$ cat src/logic/uccb_pkg.sv
// Shared constants, field layouts and carrier types of the serial port block
package uccb_pkg;
	localparam int ADDR_W = 17;
	localparam int DATA_W = 32;
	localparam int BYTE_W = 8;

	// Register indices; byte address is four times the index
	localparam logic [15:0] IDX_STATUS = 16'h4100;
	localparam logic [15:0] IDX_TXDATA = 16'h4101;
	localparam logic [15:0] IDX_RXDATA = 16'h4102;
	localparam logic [15:0] IDX_FORMAT = 16'h4103;
	localparam logic [15:0] IDX_CTRL = 16'h4104;
	localparam logic [15:0] IDX_IRSEL = 16'h4105;
	localparam logic [15:0] IDX_RATE = 16'h4106;
	localparam logic [15:0] IDX_FINE = 16'h4107;

	// serial_line_format fields
	localparam int FMT_CHAR_LEN = 4;
	localparam int FMT_PAR_EN = 3;
	localparam int FMT_PAR_ODD = 2;
	localparam int FMT_STOP_LEN = 1;
	// serial_control_irq_enable fields
	localparam int CTL_TX_DONE_IE = 7;
	localparam int CTL_RX_ERR_IE = 6;
	localparam int CTL_RX_FULL_IE = 5;
	localparam int CTL_TX_EMPTY_IE = 4;
	localparam int CTL_RX_THRESH = 1;
	localparam int CTL_PORT_EN = 0;
	// serial_infrared_select field
	localparam int IRS_INFRARED = 0;
	// Status fields
	localparam int ST_TX_DONE = 7;
	localparam int ST_FRAME_ERR = 6;
	localparam int ST_PARITY_ERR = 5;
	localparam int ST_OVERRUN = 4;
	localparam int ST_RX_TWO = 3;
	localparam int ST_TX_BUSY = 2;
	localparam int ST_RX_READY = 1;
	localparam int ST_TX_EMPTY = 0;

	// Writable bits; all others are reserved
	localparam logic [7:0] FORMAT_WMASK = 8'h1e;
	localparam logic [7:0] CTRL_WMASK = 8'hf3;
	localparam logic [7:0] IRSEL_WMASK = 8'h01;
	localparam logic [7:0] RATE_WMASK = 8'hff;
	localparam logic [7:0] FINE_WMASK = 8'h0f;
	localparam logic [7:0] REG_RST = 8'h00;

	// Oversampling: sixteen ticks per bit
	localparam logic [3:0] TICK_LAST = 4'hf;
	localparam logic [3:0] TICK_MID = 4'h7;
	localparam logic [3:0] IR_PULSE_TICKS = 4'h3;
	localparam logic [2:0] LAST_BIT_8 = 3'h7;
	localparam logic [2:0] LAST_BIT_7 = 3'h6;
	localparam logic [1:0] RX_DEPTH = 2'h2;

	// Insertion rank of each underflow slot, slot 0 in the low nibble
	localparam logic [63:0] FINE_RANK = 64'h084c2a6e195d3b7f;

	typedef enum logic [2:0]
	{
		FR_IDLE = 3'b000,
		FR_START = 3'b001,
		FR_DATA = 3'b011,
		FR_PARITY = 3'b010,
		FR_STOP = 3'b110
	} uccb_frame_state_t;

	typedef struct packed
	{
		logic run;
		logic [7:0] reload;
		logic [3:0] fine;
	} uccb_baud_cfg_t;
endpackage

$ cat src/logic/uccb_serial_port.sv
// Serial port: APB registers, line format, transmitter, receiver, request lines
// Functional notes
// [RULE1] Length bit picks eight or seven data bits
// [RULE2] Parity enable adds and checks parity bit
// [RULE3] Parity type: one odd, zero even
// [RULE4] Stop length bit picks two or one
// [RULE5] Always exactly one start bit
// [RULE6] Transmit-complete request when enabled
// [RULE7] Receive-error request when enabled
// [RULE8] Receive-full request at threshold when enabled
// [RULE9] Threshold: one or two characters held
// [RULE10] Transmit-empty request when shifting begins
// [RULE11] Transfers only while port enabled
// [RULE12] Disabling discards transmit buffer content
// [RULE13] Software configures only while port disabled
// [RULE14] Infrared select switches infrared function
// [RULE15] Counter reloads, counts to underflow
// [RULE16] Rate is clock over 16(reload+1)+fine
// [RULE17] Reserved bits read zero, ignore writes
// [RULE18] Least significant bit first, one is high
// [RULE19] Seven-bit mode stores top bit zero
// [RULE20] Parity checked when moving into buffer
// [RULE21] Each delay adds one count clock
// [RULE22] Parity bit between data and stops
// [RULE23] Request equals enable AND condition flag
`timescale 1ns/1ps
module uccb_serial_port
(
	input wire logic pclk,
	input wire logic presetn,
	input wire logic clk_en,
	input wire logic psel,
	input wire logic penable,
	input wire logic pwrite,
	input wire logic [uccb_pkg::ADDR_W-1:0] paddr,
	input wire logic [uccb_pkg::DATA_W-1:0] pwdata,
	output logic [uccb_pkg::DATA_W-1:0] prdata,
	output logic pready,
	output logic pslverr,
	input wire logic serial_in_pin,
	output logic serial_out_pin,
	output logic irq_tx_complete,
	output logic irq_rx_error,
	output logic irq_rx_full,
	output logic irq_tx_empty
);
	typedef struct packed
	{
		logic pready;
		logic pslverr;
		logic [31:0] prdata;
		logic [7:0] fmt;
		logic [7:0] ctl;
		logic [7:0] irs;
		logic [7:0] rate;
		logic [7:0] fine;
		logic [7:0] txbuf;
		logic tdbe;
		logic tred;
		logic fer;
		logic per;
		logic oer;
		logic [7:0] rxb0;
		logic [7:0] rxb1;
		logic [1:0] rxcnt;
		uccb_pkg::uccb_frame_state_t tx_st;
		logic [3:0] tx_sub;
		logic [2:0] tx_bit;
		logic [7:0] tx_sh;
		logic tx_par;
		logic tx_stop2;
		logic trbs;
		uccb_pkg::uccb_frame_state_t rx_st;
		logic [3:0] rx_sub;
		logic [2:0] rx_bit;
		logic [7:0] rx_sh;
		logic rx_par;
		logic sync1;
		logic sync2;
		logic [3:0] ir_hold;
		logic sout;
		logic irq_tc;
		logic irq_re;
		logic irq_rf;
		logic irq_te;
	} uccb_port_state_t;

	uccb_port_state_t r;
	uccb_port_state_t n;
	uccb_pkg::uccb_baud_cfg_t baud_cfg;
	logic tick;
	logic acc;
	logic setup_done;
	logic mapped;
	logic [7:0] rd_mux;
	logic [2:0] last_bit;
	logic line_bit;
	logic rx_line;
	logic [7:0] rx_word;

	function automatic logic hit(input logic [uccb_pkg::ADDR_W-1:0] a, input logic [15:0] idx);
		hit = (a == uccb_pkg::ADDR_W'({idx, 2'b00}));
	endfunction

	// Parity of the data bits that actually travel
	function automatic logic parity_of(input logic [7:0] d, input logic eight, input logic odd);
		logic [7:0] m;
		m = eight ? d : {1'b0, d[6:0]};
		parity_of = (^m) ^ odd; // [RULE3]
	endfunction

	assign baud_cfg.run = r.ctl[uccb_pkg::CTL_PORT_EN]; // [RULE11]
	assign baud_cfg.reload = r.rate;
	assign baud_cfg.fine = r.fine[3:0];

	uccb_baud_gen u_baud
	(
		.pclk(pclk),
		.presetn(presetn),
		.clk_en(clk_en),
		.cfg(baud_cfg),
		.tick(tick)
	);

	assign prdata = r.prdata;
	assign pready = r.pready;
	assign pslverr = r.pslverr;
	assign serial_out_pin = r.sout;
	assign irq_tx_complete = r.irq_tc;
	assign irq_rx_error = r.irq_re;
	assign irq_rx_full = r.irq_rf;
	assign irq_tx_empty = r.irq_te;

	always_comb
	begin
		n = r;
		acc = psel & penable & r.pready;
		setup_done = psel & penable & ~r.pready;
		mapped = 1'b0;
		rd_mux = '0;
		// Defaulted here so the receive path never infers a latch
		rx_word = '0;
		if (hit(paddr, uccb_pkg::IDX_STATUS))
		begin
			mapped = 1'b1;
			rd_mux = {r.tred, r.fer, r.per, r.oer, r.rxcnt == uccb_pkg::RX_DEPTH, r.trbs, r.rxcnt != '0, r.tdbe};
		end
		if (hit(paddr, uccb_pkg::IDX_TXDATA))
		begin
			mapped = 1'b1;
			rd_mux = r.txbuf;
		end
		if (hit(paddr, uccb_pkg::IDX_RXDATA))
		begin
			mapped = 1'b1;
			rd_mux = r.rxb0;
		end
		if (hit(paddr, uccb_pkg::IDX_FORMAT))
		begin
			mapped = 1'b1;
			rd_mux = r.fmt;
		end
		if (hit(paddr, uccb_pkg::IDX_CTRL))
		begin
			mapped = 1'b1;
			rd_mux = r.ctl;
		end
		if (hit(paddr, uccb_pkg::IDX_IRSEL))
		begin
			mapped = 1'b1;
			rd_mux = r.irs;
		end
		if (hit(paddr, uccb_pkg::IDX_RATE))
		begin
			mapped = 1'b1;
			rd_mux = r.rate;
		end
		if (hit(paddr, uccb_pkg::IDX_FINE))
		begin
			mapped = 1'b1;
			rd_mux = r.fine;
		end

		// One wait state: data and error are registered on the same edge as pready
		n.pready = setup_done;
		n.pslverr = setup_done & ~mapped;
		if (setup_done)
			n.prdata = uccb_pkg::DATA_W'(rd_mux);

		if (acc && pwrite && !r.pslverr)
		begin
			if (hit(paddr, uccb_pkg::IDX_FORMAT))
				n.fmt = pwdata[7:0] & uccb_pkg::FORMAT_WMASK; // [RULE17]
			if (hit(paddr, uccb_pkg::IDX_IRSEL))
				n.irs = pwdata[7:0] & uccb_pkg::IRSEL_WMASK; // [RULE17]
			if (hit(paddr, uccb_pkg::IDX_RATE))
				n.rate = pwdata[7:0] & uccb_pkg::RATE_WMASK;
			if (hit(paddr, uccb_pkg::IDX_FINE))
				n.fine = pwdata[7:0] & uccb_pkg::FINE_WMASK; // [RULE17]
			if (hit(paddr, uccb_pkg::IDX_TXDATA))
			begin
				n.txbuf = pwdata[7:0];
				n.tdbe = 1'b0;
			end
			if (hit(paddr, uccb_pkg::IDX_CTRL))
			begin
				n.ctl = pwdata[7:0] & uccb_pkg::CTRL_WMASK; // [RULE17]
				if (!pwdata[uccb_pkg::CTL_PORT_EN])
					n.tdbe = 1'b1; // [RULE12]
			end
			if (hit(paddr, uccb_pkg::IDX_STATUS))
			begin
				// Clears come first so a same-cycle event below wins
				n.tred = r.tred & ~pwdata[uccb_pkg::ST_TX_DONE];
				n.fer = r.fer & ~pwdata[uccb_pkg::ST_FRAME_ERR];
				n.per = r.per & ~pwdata[uccb_pkg::ST_PARITY_ERR];
				n.oer = r.oer & ~pwdata[uccb_pkg::ST_OVERRUN];
			end
		end

		// Reading the oldest character releases its slot
		if (acc && !pwrite && !r.pslverr && hit(paddr, uccb_pkg::IDX_RXDATA) && (r.rxcnt != '0))
		begin
			n.rxb0 = r.rxb1;
			n.rxcnt = r.rxcnt - 2'h1;
		end

		last_bit = r.fmt[uccb_pkg::FMT_CHAR_LEN] ? uccb_pkg::LAST_BIT_8 : uccb_pkg::LAST_BIT_7; // [RULE1]

		// Infrared receive: a short high pulse marks a zero, stretched over a bit
		if (tick)
		begin
			if (r.sync2)
				n.ir_hold = uccb_pkg::TICK_LAST;
			else if (r.ir_hold != '0)
				n.ir_hold = r.ir_hold - 4'h1;
		end
		rx_line = r.irs[uccb_pkg::IRS_INFRARED] ? ~(r.sync2 | (r.ir_hold != '0)) : r.sync2; // [RULE14]

		if (!r.ctl[uccb_pkg::CTL_PORT_EN])
		begin
			// Frames in flight are abandoned
			n.tx_st = uccb_pkg::FR_IDLE; // [RULE11]
			n.rx_st = uccb_pkg::FR_IDLE;
			n.trbs = 1'b0;
		end
		else if (tick)
		begin
			n.tx_sub = r.tx_sub + 4'h1;
			unique case (r.tx_st)
				uccb_pkg::FR_IDLE:
				begin
					n.tx_sub = '0;
					if (!r.tdbe)
					begin
						n.tx_sh = r.txbuf;
						n.tx_par = parity_of(r.txbuf, r.fmt[uccb_pkg::FMT_CHAR_LEN], r.fmt[uccb_pkg::FMT_PAR_ODD]);
						n.tdbe = 1'b1; // [RULE10]
						n.trbs = 1'b1;
						n.tx_stop2 = 1'b0;
						n.tx_st = uccb_pkg::FR_START;
					end
				end
				uccb_pkg::FR_START:
					if (r.tx_sub == uccb_pkg::TICK_LAST)
					begin
						n.tx_bit = '0;
						n.tx_st = uccb_pkg::FR_DATA; // [RULE5]
					end
				uccb_pkg::FR_DATA:
					if (r.tx_sub == uccb_pkg::TICK_LAST)
					begin
						n.tx_bit = r.tx_bit + 3'h1;
						if (r.tx_bit == last_bit)
							n.tx_st = r.fmt[uccb_pkg::FMT_PAR_EN] ? uccb_pkg::FR_PARITY : uccb_pkg::FR_STOP; // [RULE22]
					end
				uccb_pkg::FR_PARITY:
					if (r.tx_sub == uccb_pkg::TICK_LAST)
						n.tx_st = uccb_pkg::FR_STOP;
				uccb_pkg::FR_STOP:
					if (r.tx_sub == uccb_pkg::TICK_LAST)
					begin
						n.tx_stop2 = 1'b1;
						if (r.tx_stop2 || !r.fmt[uccb_pkg::FMT_STOP_LEN]) // [RULE4]
						begin
							n.tx_st = uccb_pkg::FR_IDLE;
							n.trbs = 1'b0;
							n.tred = 1'b1; // [RULE6]
						end
					end
				default:
					n.tx_st = uccb_pkg::FR_IDLE;
			endcase

			n.rx_sub = r.rx_sub + 4'h1;
			unique case (r.rx_st)
				uccb_pkg::FR_IDLE:
				begin
					n.rx_sub = '0;
					if (!rx_line)
						n.rx_st = uccb_pkg::FR_START;
				end
				uccb_pkg::FR_START:
					if (r.rx_sub == uccb_pkg::TICK_MID)
					begin
						// A glitch shorter than half a bit is no start bit
						n.rx_sub = '0;
						n.rx_bit = '0;
						n.rx_sh = '0;
						n.rx_st = rx_line ? uccb_pkg::FR_IDLE : uccb_pkg::FR_DATA; // [RULE5]
					end
				uccb_pkg::FR_DATA:
					if (r.rx_sub == uccb_pkg::TICK_LAST)
					begin
						n.rx_sh[r.rx_bit] = rx_line; // [RULE18]
						n.rx_bit = r.rx_bit + 3'h1;
						if (r.rx_bit == last_bit)
							n.rx_st = r.fmt[uccb_pkg::FMT_PAR_EN] ? uccb_pkg::FR_PARITY : uccb_pkg::FR_STOP; // [RULE22]
					end
				uccb_pkg::FR_PARITY:
					if (r.rx_sub == uccb_pkg::TICK_LAST)
					begin
						n.rx_par = rx_line;
						n.rx_st = uccb_pkg::FR_STOP;
					end
				uccb_pkg::FR_STOP:
					if (r.rx_sub == uccb_pkg::TICK_LAST)
					begin
						// Receiver checks one stop bit and re-arms for the next start
						n.rx_st = uccb_pkg::FR_IDLE;
						rx_word = r.fmt[uccb_pkg::FMT_CHAR_LEN] ? r.rx_sh : {1'b0, r.rx_sh[6:0]}; // [RULE19]
						if (!rx_line)
							n.fer = 1'b1; // [RULE7]
						if (n.rxcnt == uccb_pkg::RX_DEPTH)
							n.oer = 1'b1; // [RULE7]
						else
						begin
							if (r.fmt[uccb_pkg::FMT_PAR_EN] && (r.rx_par != parity_of(rx_word,
								r.fmt[uccb_pkg::FMT_CHAR_LEN], r.fmt[uccb_pkg::FMT_PAR_ODD])))
								n.per = 1'b1; // [RULE20] [RULE2]
							if (n.rxcnt == '0)
								n.rxb0 = rx_word;
							else
								n.rxb1 = rx_word;
							n.rxcnt = n.rxcnt + 2'h1;
						end
					end
				default:
					n.rx_st = uccb_pkg::FR_IDLE;
			endcase
		end

		// Line level follows the frame position of this cycle
		unique case (r.tx_st)
			uccb_pkg::FR_START:
				line_bit = 1'b0;
			uccb_pkg::FR_DATA:
				line_bit = r.tx_sh[r.tx_bit]; // [RULE18]
			uccb_pkg::FR_PARITY:
				line_bit = r.tx_par; // [RULE2]
			default:
				line_bit = 1'b1;
		endcase
		// Infrared sends a short high pulse for each zero and stays low otherwise
		if (r.irs[uccb_pkg::IRS_INFRARED])
			n.sout = ~line_bit & (r.tx_sub < uccb_pkg::IR_PULSE_TICKS); // [RULE14]
		else
			n.sout = line_bit;

		n.sync1 = serial_in_pin;
		n.sync2 = r.sync1;

		n.irq_tc = n.ctl[uccb_pkg::CTL_TX_DONE_IE] & n.tred; // [RULE23] [RULE6]
		n.irq_re = n.ctl[uccb_pkg::CTL_RX_ERR_IE] & (n.fer | n.per | n.oer); // [RULE23] [RULE7]
		n.irq_rf = n.ctl[uccb_pkg::CTL_RX_FULL_IE] & (n.ctl[uccb_pkg::CTL_RX_THRESH] ?
			(n.rxcnt == uccb_pkg::RX_DEPTH) : (n.rxcnt != '0)); // [RULE8] [RULE9]
		n.irq_te = n.ctl[uccb_pkg::CTL_TX_EMPTY_IE] & n.tdbe; // [RULE23] [RULE10]
	end

	always_ff @(posedge pclk or negedge presetn)
	begin
		if (!presetn)
		begin
			r <= '0;
			r.fmt <= uccb_pkg::REG_RST;
			r.ctl <= uccb_pkg::REG_RST;
			r.irs <= uccb_pkg::REG_RST;
			r.rate <= uccb_pkg::REG_RST;
			r.fine <= uccb_pkg::REG_RST;
			r.tdbe <= 1'b1;
			r.sync1 <= 1'b1;
			r.sync2 <= 1'b1;
			r.sout <= 1'b1;
		end
		else if (clk_en)
			r <= n;
	end
endmodule // uccb_serial_port

$ cat src/logic/uccb_baud_gen.sv
// Baud rate generator: reload down-counter with fine delay insertion
`timescale 1ns/1ps
module uccb_baud_gen
(
	input wire logic pclk,
	input wire logic presetn,
	input wire logic clk_en,
	input uccb_pkg::uccb_baud_cfg_t cfg,
	output logic tick
);
	typedef struct packed
	{
		logic [7:0] cnt;
		logic [3:0] slot;
		logic delayed;
		logic tick;
	} uccb_baud_state_t;

	uccb_baud_state_t r;
	uccb_baud_state_t n;
	logic [3:0] rank;

	assign tick = r.tick;

	always_comb
	begin
		n = r;
		n.tick = 1'b0;
		rank = uccb_pkg::FINE_RANK[{r.slot, 2'b00} +: 4];
		if (!cfg.run)
		begin
			n.cnt = cfg.reload;
			n.slot = '0;
			n.delayed = 1'b0;
		end
		else if (r.cnt != '0)
			n.cnt = r.cnt - 8'h01; // [RULE15]
		else if ((rank < cfg.fine) && !r.delayed)
			n.delayed = 1'b1; // [RULE21] [RULE16]
		else
		begin
			n.tick = 1'b1; // [RULE15]
			n.cnt = cfg.reload;
			n.delayed = 1'b0;
			n.slot = r.slot + 4'h1;
		end
	end

	always_ff @(posedge pclk or negedge presetn)
	begin
		if (!presetn)
			r <= '0;
		else if (clk_en)
			r <= n;
	end
endmodule // uccb_baud_gen

$ cat config.mk
export PLATFORM = sky130hd
export DESIGN_NAME = uccb_serial_port
export DESIGN_NICKNAME = d
export VERILOG_FILES = /design/src/logic/uccb_pkg.sv /design/src/logic/uccb_serial_port.sv /design/src/logic/uccb_baud_gen.sv
export SDC_FILE = /design/constraint.sdc
export NUM_CORES = 1
export LEC_CHECK = 0
export BUFFER_PORTS_ARGS = -buffer_cell sky130_fd_sc_hd__buf_2
export CORE_AREA = 2 2 113 115
export CTS_CLUSTER_DIAMETER = 100
export DETAILED_ROUTE_END_ITERATION = 7
export DIE_AREA = 0 0 115 117
export PLACE_DENSITY = 0.84
export SETUP_SLACK_MARGIN = 0.3
export SLEW_MARGIN = 25
export SYNTH_ARGS = -nofsm -noshare
export SYNTH_HDL_FRONTEND = slang
export SYNTH_SLANG_ARGS = --single-unit
$ cat constraint.sdc
create_clock -name pclk -period 4.93 [get_ports pclk]
set_input_delay 0 -clock pclk [delete_from_list [all_inputs] [get_ports pclk]]
set_output_delay 0 -clock pclk [all_outputs]
set_load 0.005 [all_outputs]
-- Word level (Yosys, flattened, before mapping)
Cells that the tools add are included.
- add/sub/neg operators: 9
- $lt $le $gt $ge: 5
- equality and inequality tests: 49
- shift-type cells: 1
- muxes and demuxes: 98
- bitwise logic cells: 29
- reduce and logical (&&, ||, !) cells: 48
- operators with widths (kind ; count):
    $eq A17 B17 Y1 const B ; 8
    $mux W8 ; 17
    $shiftx A64 B7 Y4 const A ; 1
    $mux W63 ; 1
    $mux W3 ; 16
    $mux W45 ; 1
    $mux W21 ; 2
    $ne A3 B3 Y1 const B ; 13
    $mux W18 ; 2
    $mux W1 ; 32
    $pmux W3 S5 ; 2
    $reduce_and A3 Y1 ; 9
    $mux W4 ; 6
    $reduce_and A6 Y1 ; 4
    $mux W23 ; 1
    $mux W11 ; 2
    $pmux W11 S2 ; 1
    $mux W9 ; 2
    $ne A2 B2 Y1 const B ; 8
    $reduce_xor A8 Y1 ; 2
    $and A1 B1 Y1 ; 13
    $mux W13 ; 1
    $add A4 B1 Y4 const B ; 3
    $eq A3 B2 Y1 const B ; 4
    other kinds (45) ; 88
- bits in registers: 129
- input bits: 56
- output and inout port bits: 39
- logic and storage cells: 281

-- Longest topological paths before layout
Gate-level depths: netlist of run 1.
- word-level depth: 17
- gate-level depth with buffers: 13
- depth with buffers taken out: 12

-- Cells and area by module
From an unflattened synthesis of run 1, not the netlist that was laid out.
- cells, all modules: 746
- area total of the unflattened synthesis: 7524.7 um^2
- by module, submodules not included (module ; times used ; cells an instance ; area an instance (um^2) ; sequential area each (um^2)):
    uccb_serial_port ; 1 ; 622 ; 6438.7 ; 2882.8
    uccb_baud_gen ; 1 ; 124 ; 1086.0 ; 350.3

-- Worst setup path after synthesis of run 1
OpenSTA, ideal clock, no wires.
- kind: reg2reg
- start point: register r[52] (netlist name)
- end point: register r[53] (netlist name)
- library setup time: 0.125 ns
- arrival: 2.864 ns
- required time: 4.805 ns
- slack: 1.941 ns
- stages on the path, launching flop included: 10
- path buffers: 0
- period minus slack after synthesis: 2.989 ns
- cells stage by stage: dfrtp_1 -> inv_1 -> ha_1 -> nor2_1 -> nand2_1 -> or4_4 -> mux2_1 -> ha_1 -> nor4_2 -> mux2_2
- cells in the longest elaborated chain, start to end: 6
- elaborated cells on any way between the ends: 9
- those cells by class: 1 x add/sub; 1 x eq/ne; 1 x mux; 2 x bitwise; 4 x reduce/logical
- RTL lines (item ; line ; text):
    from (decl) ; uccb_serial_port.sv:88 ; uccb_port_state_t r;
    from (signal assigned) ; uccb_serial_port.sv:396 ; r <= n;
    parallel branches: the longest is 2 deep, another holds $sub A2 B1 Y2 ; - ;
    $mux W2 * ; uccb_serial_port.sv:222 ; if (acc && !pwrite && !r.pslverr && hit(paddr, uccb_pkg::IDX_RXDATA) && (r.rxcnt != '0))
    $eq A2 B2 Y1 or $logic_not A2 Y1 (tied branches) ; uccb_serial_port.sv:334, uccb_serial_port.sv:341 ;
    $not A1 Y1 (no source line) ; - ;
    $reduce_and A7 Y1 (no source line) * ; - ;
Every way passes the cells marked *.
A chain may end at the register's enable or synchronous reset.

-- Final worst setup path of run 1
- start point: register r[52] (netlist name)
- end point: register r[60] (netlist name)
Same word-level chain as after synthesis.

==> impl_results.md, run 1 <==
* Vias in the first global route at 5914
* H-tree depth at 4
* Grt ovf at 0
* Routed vias/inst at 6.46
* Crit path buf inv count at 1
* Crit-path slowest cell: nor4_2
* Yosys warns at 0
* Distinct cell type count after synthesis at 77
* Root buffer cell: clkbuf_16
* Clock sink count at 129
* Routed WL at 17.9 mm
* CTS tree: yes
* Worst-path cell chain: inv_1 -> ha_1 -> nor2_1 -> nand2_1 -> or4_4 -> mux2_1 -> ha_1 -> nor4_2 -> mux2_2
* Setup ws final at 1.54 ns
* Crit. End Element: flop
* Syn Area/Cell at 10.1 µm²
* Clk slew on worst S/H paths at 0.06 ns
* Crit Path Category: reg2reg
* Routability Congestion at 0.945
* Max Fanout on Critical Path at 8
* Slew HR at 35.9%
* Setup TNS Final at 0 ns
* Antenna Diode Count at 0
* HPWL Detailed at 12.6 mm
* Row count at 41
* RSZ-0062 raised after global routing: false
* Data required, critical path at 5.24 ns
* Post-CTS setup buffer count at 0
* Hold Fails Final Rpt at 0
* DRC at 0
* Dpl ws at 1.57 ns
* Critical path startpoint category: flop
* Max frequency at 0.295 GHz
* Outcome: finished, final reports clean
* Sequential share of the synthesized area at 43.1%
* Post-CTS Hold Buffers at 10
* Crit-path max cell delay at 0.86 ns
* Drt first pass iters at 6
* Ports at 95
* Number of port buffers at 46
* Num CTS Buffers at 17
* EDFF count, synth at 0
* Asr flop ratio synth at 100%
* Worst Path Arrival at 3.70 ns
* Hold Crit Class: in2reg
* Clk_skew at 0.00919 ns
* Maximum VDD drop at 0.245 mV
* Final ANT Viol Nets at 0
* Pins over their slew limit at 0
* Critical path's top delay family: simple AND/OR/NAND/NOR gates
* Die width at 115 µm
* Post-Syn Area at 7500 µm²
* Max Cap Viol at 0
* Die area at 13500 µm²
* Min Clock Period, post-route at 3.39 ns
* Starting Density at 60.9%
* Nets at 854
* Synthesized instance count at 740
* Share of cells above drive strength 1 at 21.6%
* Clk buf depth at 2
* Post-synth top flop: dfrtp_1
* P per Cell Area at 350 nW/µm²
* Drt initial violations at 583
* Routed vias at 6081
* P_leak at 3.91 nW
* Worst R2R Start: r[52]
* Antenna violations before repair at 0
* Most used cell, CP: ha_1
* Largest net degree at the start of global routing at 80
* Worst hold start: paddr[5]
* Clock Latency Late Sink at 0.42 ns
* Core area at 12300 µm²
* CP startpoint: r[52]
* Fin crit share at 68.8%
* First-pass GRT wire length at 29.5 mm
* Total GRT Usage at 28.4%
* Yosys reg bits at 129
* Fin util at 68.2%
* Worst-Margin Slew at 0.953 ns
* Die height at 117 µm
* Final setup violation count at 0
* Resized cells post-CTS at 0
* P&R area growth vs syn at 12.0%
* Per-cell routed wire length at 19.0 µm
## area by class of cell
class / count / area, µm²
multi-input cells: 544 / 3890
clock buffers: 21 / 460
flip-flops and latches: 129 / 3230
repair buffers: 60 / 367
fillers: 877 / 3910
inverters: 28 / 105
clock inverters: 10 / 159
well taps: 150 / 188
## layer usage
metal  part of all wire [%]  GRT usage, %  vias to the layer above
li1                       -             -                     2746
met1                     40          34.8                     3025
met2                     51          48.9                      262
met3                    6.1          5.51                       48
met4                    2.8          13.0                        0
met5                      0             0                        -
## Yosys cell counts, drive strengths merged (5+ instances only)
cell type  count  area [µm²]
o21ai         60         300
nor3          22         146
o22ai         11        93.8
nand4          7        43.8
ha            18         225
xnor2         14         123
clkbuf        24        90.1
mux2          58         653
nand2         72         270
a22o          11        96.3
a222oi         5        50.1
a31oi         11        68.8
nor2          45         169
a21oi         32         171
or2            6        37.5
mux2i         12         120
o21a           5        37.5
nor4          12         133
nand2b         7        51.3
nand3         21         110
mux4           6         135
nand3b         8        72.6
inv           28         105
o41ai          5        51.3
dfrtp        125        3130
a22oi          5        37.5
o31ai          7        52.6
buf           38         272
## where the power goes
group | switching [mW] | internal (mW)
sequential | 0.0792 | 1.13
combinational | 0.250 | 0.150
clock | 0.459 | 0.867
total | 0.789 | 2.15
## worst register-to-register path, stage by stage, from the launching register on
cell,delay [ns]
dfrtp_1,0.38
inv_1,0.07
ha_1,0.19
nor2_1,0.13
nand2_1,0.07
or4_4,0.53
mux2_1,0.36
ha_1,0.26
nor4_2,0.86
mux2_2,0.42
## stage by stage
stage                     hold WS [ns]  instances  area, µm²  total power, mW
after floorplan                 -0.296        763       7590             1.49
after global placement           0.204        901       7680             1.57
after detailed placement         0.233        901       7680             1.61
after CTS                      0.00402        942       8400             2.94
after global routing            0.0210        942       8400             3.06
final                           0.0195        942       8400             2.94
## worst paths after layout
check / slack (ns) / end / cells after the start
setup / recovery: 1.54 / r[60] / 9
hold / removal: 0.02 / pslverr / 4
setup reg to reg: 1.54 / r[60] / 9
hold reg to reg: 0.48 / prdata[5] / 2
max in group asynchronous: 3.62 / r[49] / 3
min in group asynchronous: 0.18 / r[111] / 2
## kinds of logic (layout without fill, tap and decap cells)
group           Yosys count  after routing  synth area share (%)
fa+ha+maj                18             18                  3.00
xor+xnor                 19             19                  2.40
mux                      76             76                  12.1
simple gates            226            226                  17.0
other cells               1             24                0.0500
flops                   129            129                  43.1
buf+inv                  90            119                  6.22
compound gates          181            181                  16.1
## cells in the final DEF, fill, tap and decap left out, types with 5 or more instances in the layout
master,count
nor3_2,5
a22oi_1,5
o21ai_0,58
a31oi_1,11
dlygate4sd3_1,10
mux2i_1,12
conb_1,24
dfrtp_1,125
a222oi_1,5
inv_1,28
o31ai_1,7
nand2b_1,6
a21oi_1,31
nand3b_1,7
nand4_1,7
a22o_1,11
xnor2_1,14
o21a_1,5
mux2_2,52
nand3_1,20
mux2_1,6
buf_2,45
o22ai_1,7
ha_1,18
nor2_1,45
clkbuf_16,17
or2_2,5
nand2_1,72
nor4_1,7
nor3_1,16
mux4_2,6
## registers in the layout, summed over array words and instances, names as in the netlist
signal,count
u_baud.tick,1
pready,1
r,86
irq_rx_error,1
irq_rx_full,1
serial_out_pin,1
pslverr,1
baud_cfg,13
irq_tx_complete,1
irq_tx_empty,1
u_baud.r,13
n,1
prdata,8
Note: power is estimated with default switching activity, not from simulation.
==> run 2, diff against run 1 <==
Settings changed: CORE_AREA 2 2 113 115 to 2 2 122 124, DIE_AREA 0 0 115 117 to 0 0 124 126, PLACE_DENSITY 0.84 to 0.76.
Clock period 4.93 ns to 2.8 ns, I/O delays scaled along.
==> impl_results.md, run 2 (synthesized netlist as in run 1, its figures left out) <==
* First-pass GRT wire length at 30.3 mm
* Vias in the first global route at 5973
* Setup TNS Final at 0 ns
* Worst-Margin Slew at 0.762 ns
* Worst hold start: paddr[5]
* Largest net degree at the start of global routing at 72
* Worst R2R Start: pslverr
* Crit path buf inv count at 1
* Root buffer cell: clkbuf_16
* Clk_skew at 0.00842 ns
* Setup ws final at 0.171 ns
* Die width at 124 µm
* Hold Crit Class: in2reg
* Fin crit share at 93.9%
* Hold WS at 0.0676 ns
* Antenna Diode Count at 0
* Clk buf depth at 2
* Share of cells above drive strength 1 at 26.5%
* Slew HR at 48.9%
* Clock Latency Late Sink at 0.42 ns
* Reg2reg path depth at 8
* FF-to-FF setup slack at 0.17 ns
* Hold path cells at 4
* Row count at 44
* Number of port buffers at 46
* Routed vias/inst at 6.15
* Biggest register: r
* Max Cap Viol at 0
* Worst-path cell chain: and4b_1 -> nand2_1 -> or4_4 -> mux2_4 -> ha_4 -> nor4_4 -> buf_6 -> mux2_4
* Commonest non-fill, non-tap cell in the layout: dfrtp_1
* Num CTS Buffers at 17
* Final ANT Viol Nets at 0
* Die area at 15600 µm²
* DRC at 0
* Clock sink count at 129
* Core area at 14300 µm²
* Max frequency at 0.380 GHz
* Maximum VDD drop at 0.446 mV
* Pins over their slew limit at 0
* Critical path's top delay family: simple AND/OR/NAND/NOR gates
* RSZ-0062 raised after global routing: true
* H-tree depth at 4
* Final setup violation count at 0
* Max Fanout on Critical Path at 8
* P&R area growth vs syn at 17.6%
* Worst Path Arrival at 2.93 ns
* Routability Congestion at 0.922
* P_leak at 4.05 nW
* Dpl cell area at 7890 µm²
* Commonest cells after routing, fill and taps aside: dfrtp_1 (125), nand2_1 (72), o21ai_0 (58)
* Dpl ws at 0.152 ns
* Hold Fails Final Rpt at 0
* HPWL Detailed at 13.2 mm
* Reg2Reg Capture Point: r[56]
* Final Cell Area at 8820 µm²
* Crit Path Category: reg2reg
* Nets at 879
* Total power draw at 5.01 mW
* Most used cell, CP: mux2_4
* Min Clock Period, post-route at 2.63 ns
* Fillcell total at 1088
* Crit. End Element: flop
* Drt first pass iters at 6
* P per Cell Area at 568 nW/µm²
* Clk slew on worst S/H paths at 0.06 ns
* Fin util at 61.6%
* Antenna violations before repair at 0
* Die height at 126 µm
* Final Non-Filler Cells at 1002
* Crit-path max cell delay at 0.44 ns
* Routed WL at 18.9 mm
* Grt ovf at 0
* CTS tree: yes
* Dpl cells at 948
* Per-cell routed wire length at 18.8 µm
* Data required, critical path at 3.10 ns
* Routed vias at 6161
* Drt initial violations at 440
* Max reg flops at 86
* Hold worst-path end: pslverr
* Ports at 95
* Crit-path slowest cell: or4_4
* Total GRT Usage at 25.2%
* Outcome: finished, final reports clean
* Critical path startpoint category: flop
* Starting Density at 52.4%
-- run 2: worst max path at each step --
stage / from / cells past startpoint / slack (ns) / end
global route: pslverr / 8 / 0.11 / r[54]
floorplan: r[52] / 10 / 0.13 / r[53]
global placement: r[52] / 11 / 0.20 / r[58]
CTS: pslverr / 9 / 0.19 / r[56]
finish: pslverr / 8 / 0.17 / r[56]
detailed placement: r[52] / 11 / 0.15 / r[57]
-- run 2: metal layers --
layer,global-route usage [%],up-vias,part of all wire [%]
met4,8.99,0,2.6
met5,0,-,0
met3,6.11,46,5.9
met1,32.4,3060,42
li1,-,2801,-
met2,41.2,254,50
-- run 2: cell type report --
cell class	instances	area [µm²]	area share, %
repair buffers	85	586	6.64
clock inverters	7	73.8	0.837
inverters	28	105	1.19
well taps	184	230	2.61
clock buffers	25	505	5.73
multi-input cells	544	4090	46.3
flip-flops and latches	129	3230	36.7
-- run 2: where the power goes --
group          internal (mW)  switching [mW]  leakage, nW
Combinational          0.280           0.430         2.08
Clock                   1.34           0.824        0.272
Sequential              2.00           0.139         1.69
Total                   3.62            1.39         4.05
-- run 2: tightest hold or removal path: stages --
cell and delay, ns:
buf_2 0.09, or4b_1 0.17, nor2_1 0.07, o2bb2ai_1 0.12
-- run 2: what timing repair did --
action / CTS / global route
setup endpoints to repair: 18 / 20
gates resized for setup: 10 / 18
hold buffers: 11 / 0
hold endpoints to repair: 90 / 0
pin swaps: 2 / 14
setup buffers: 6 / 5
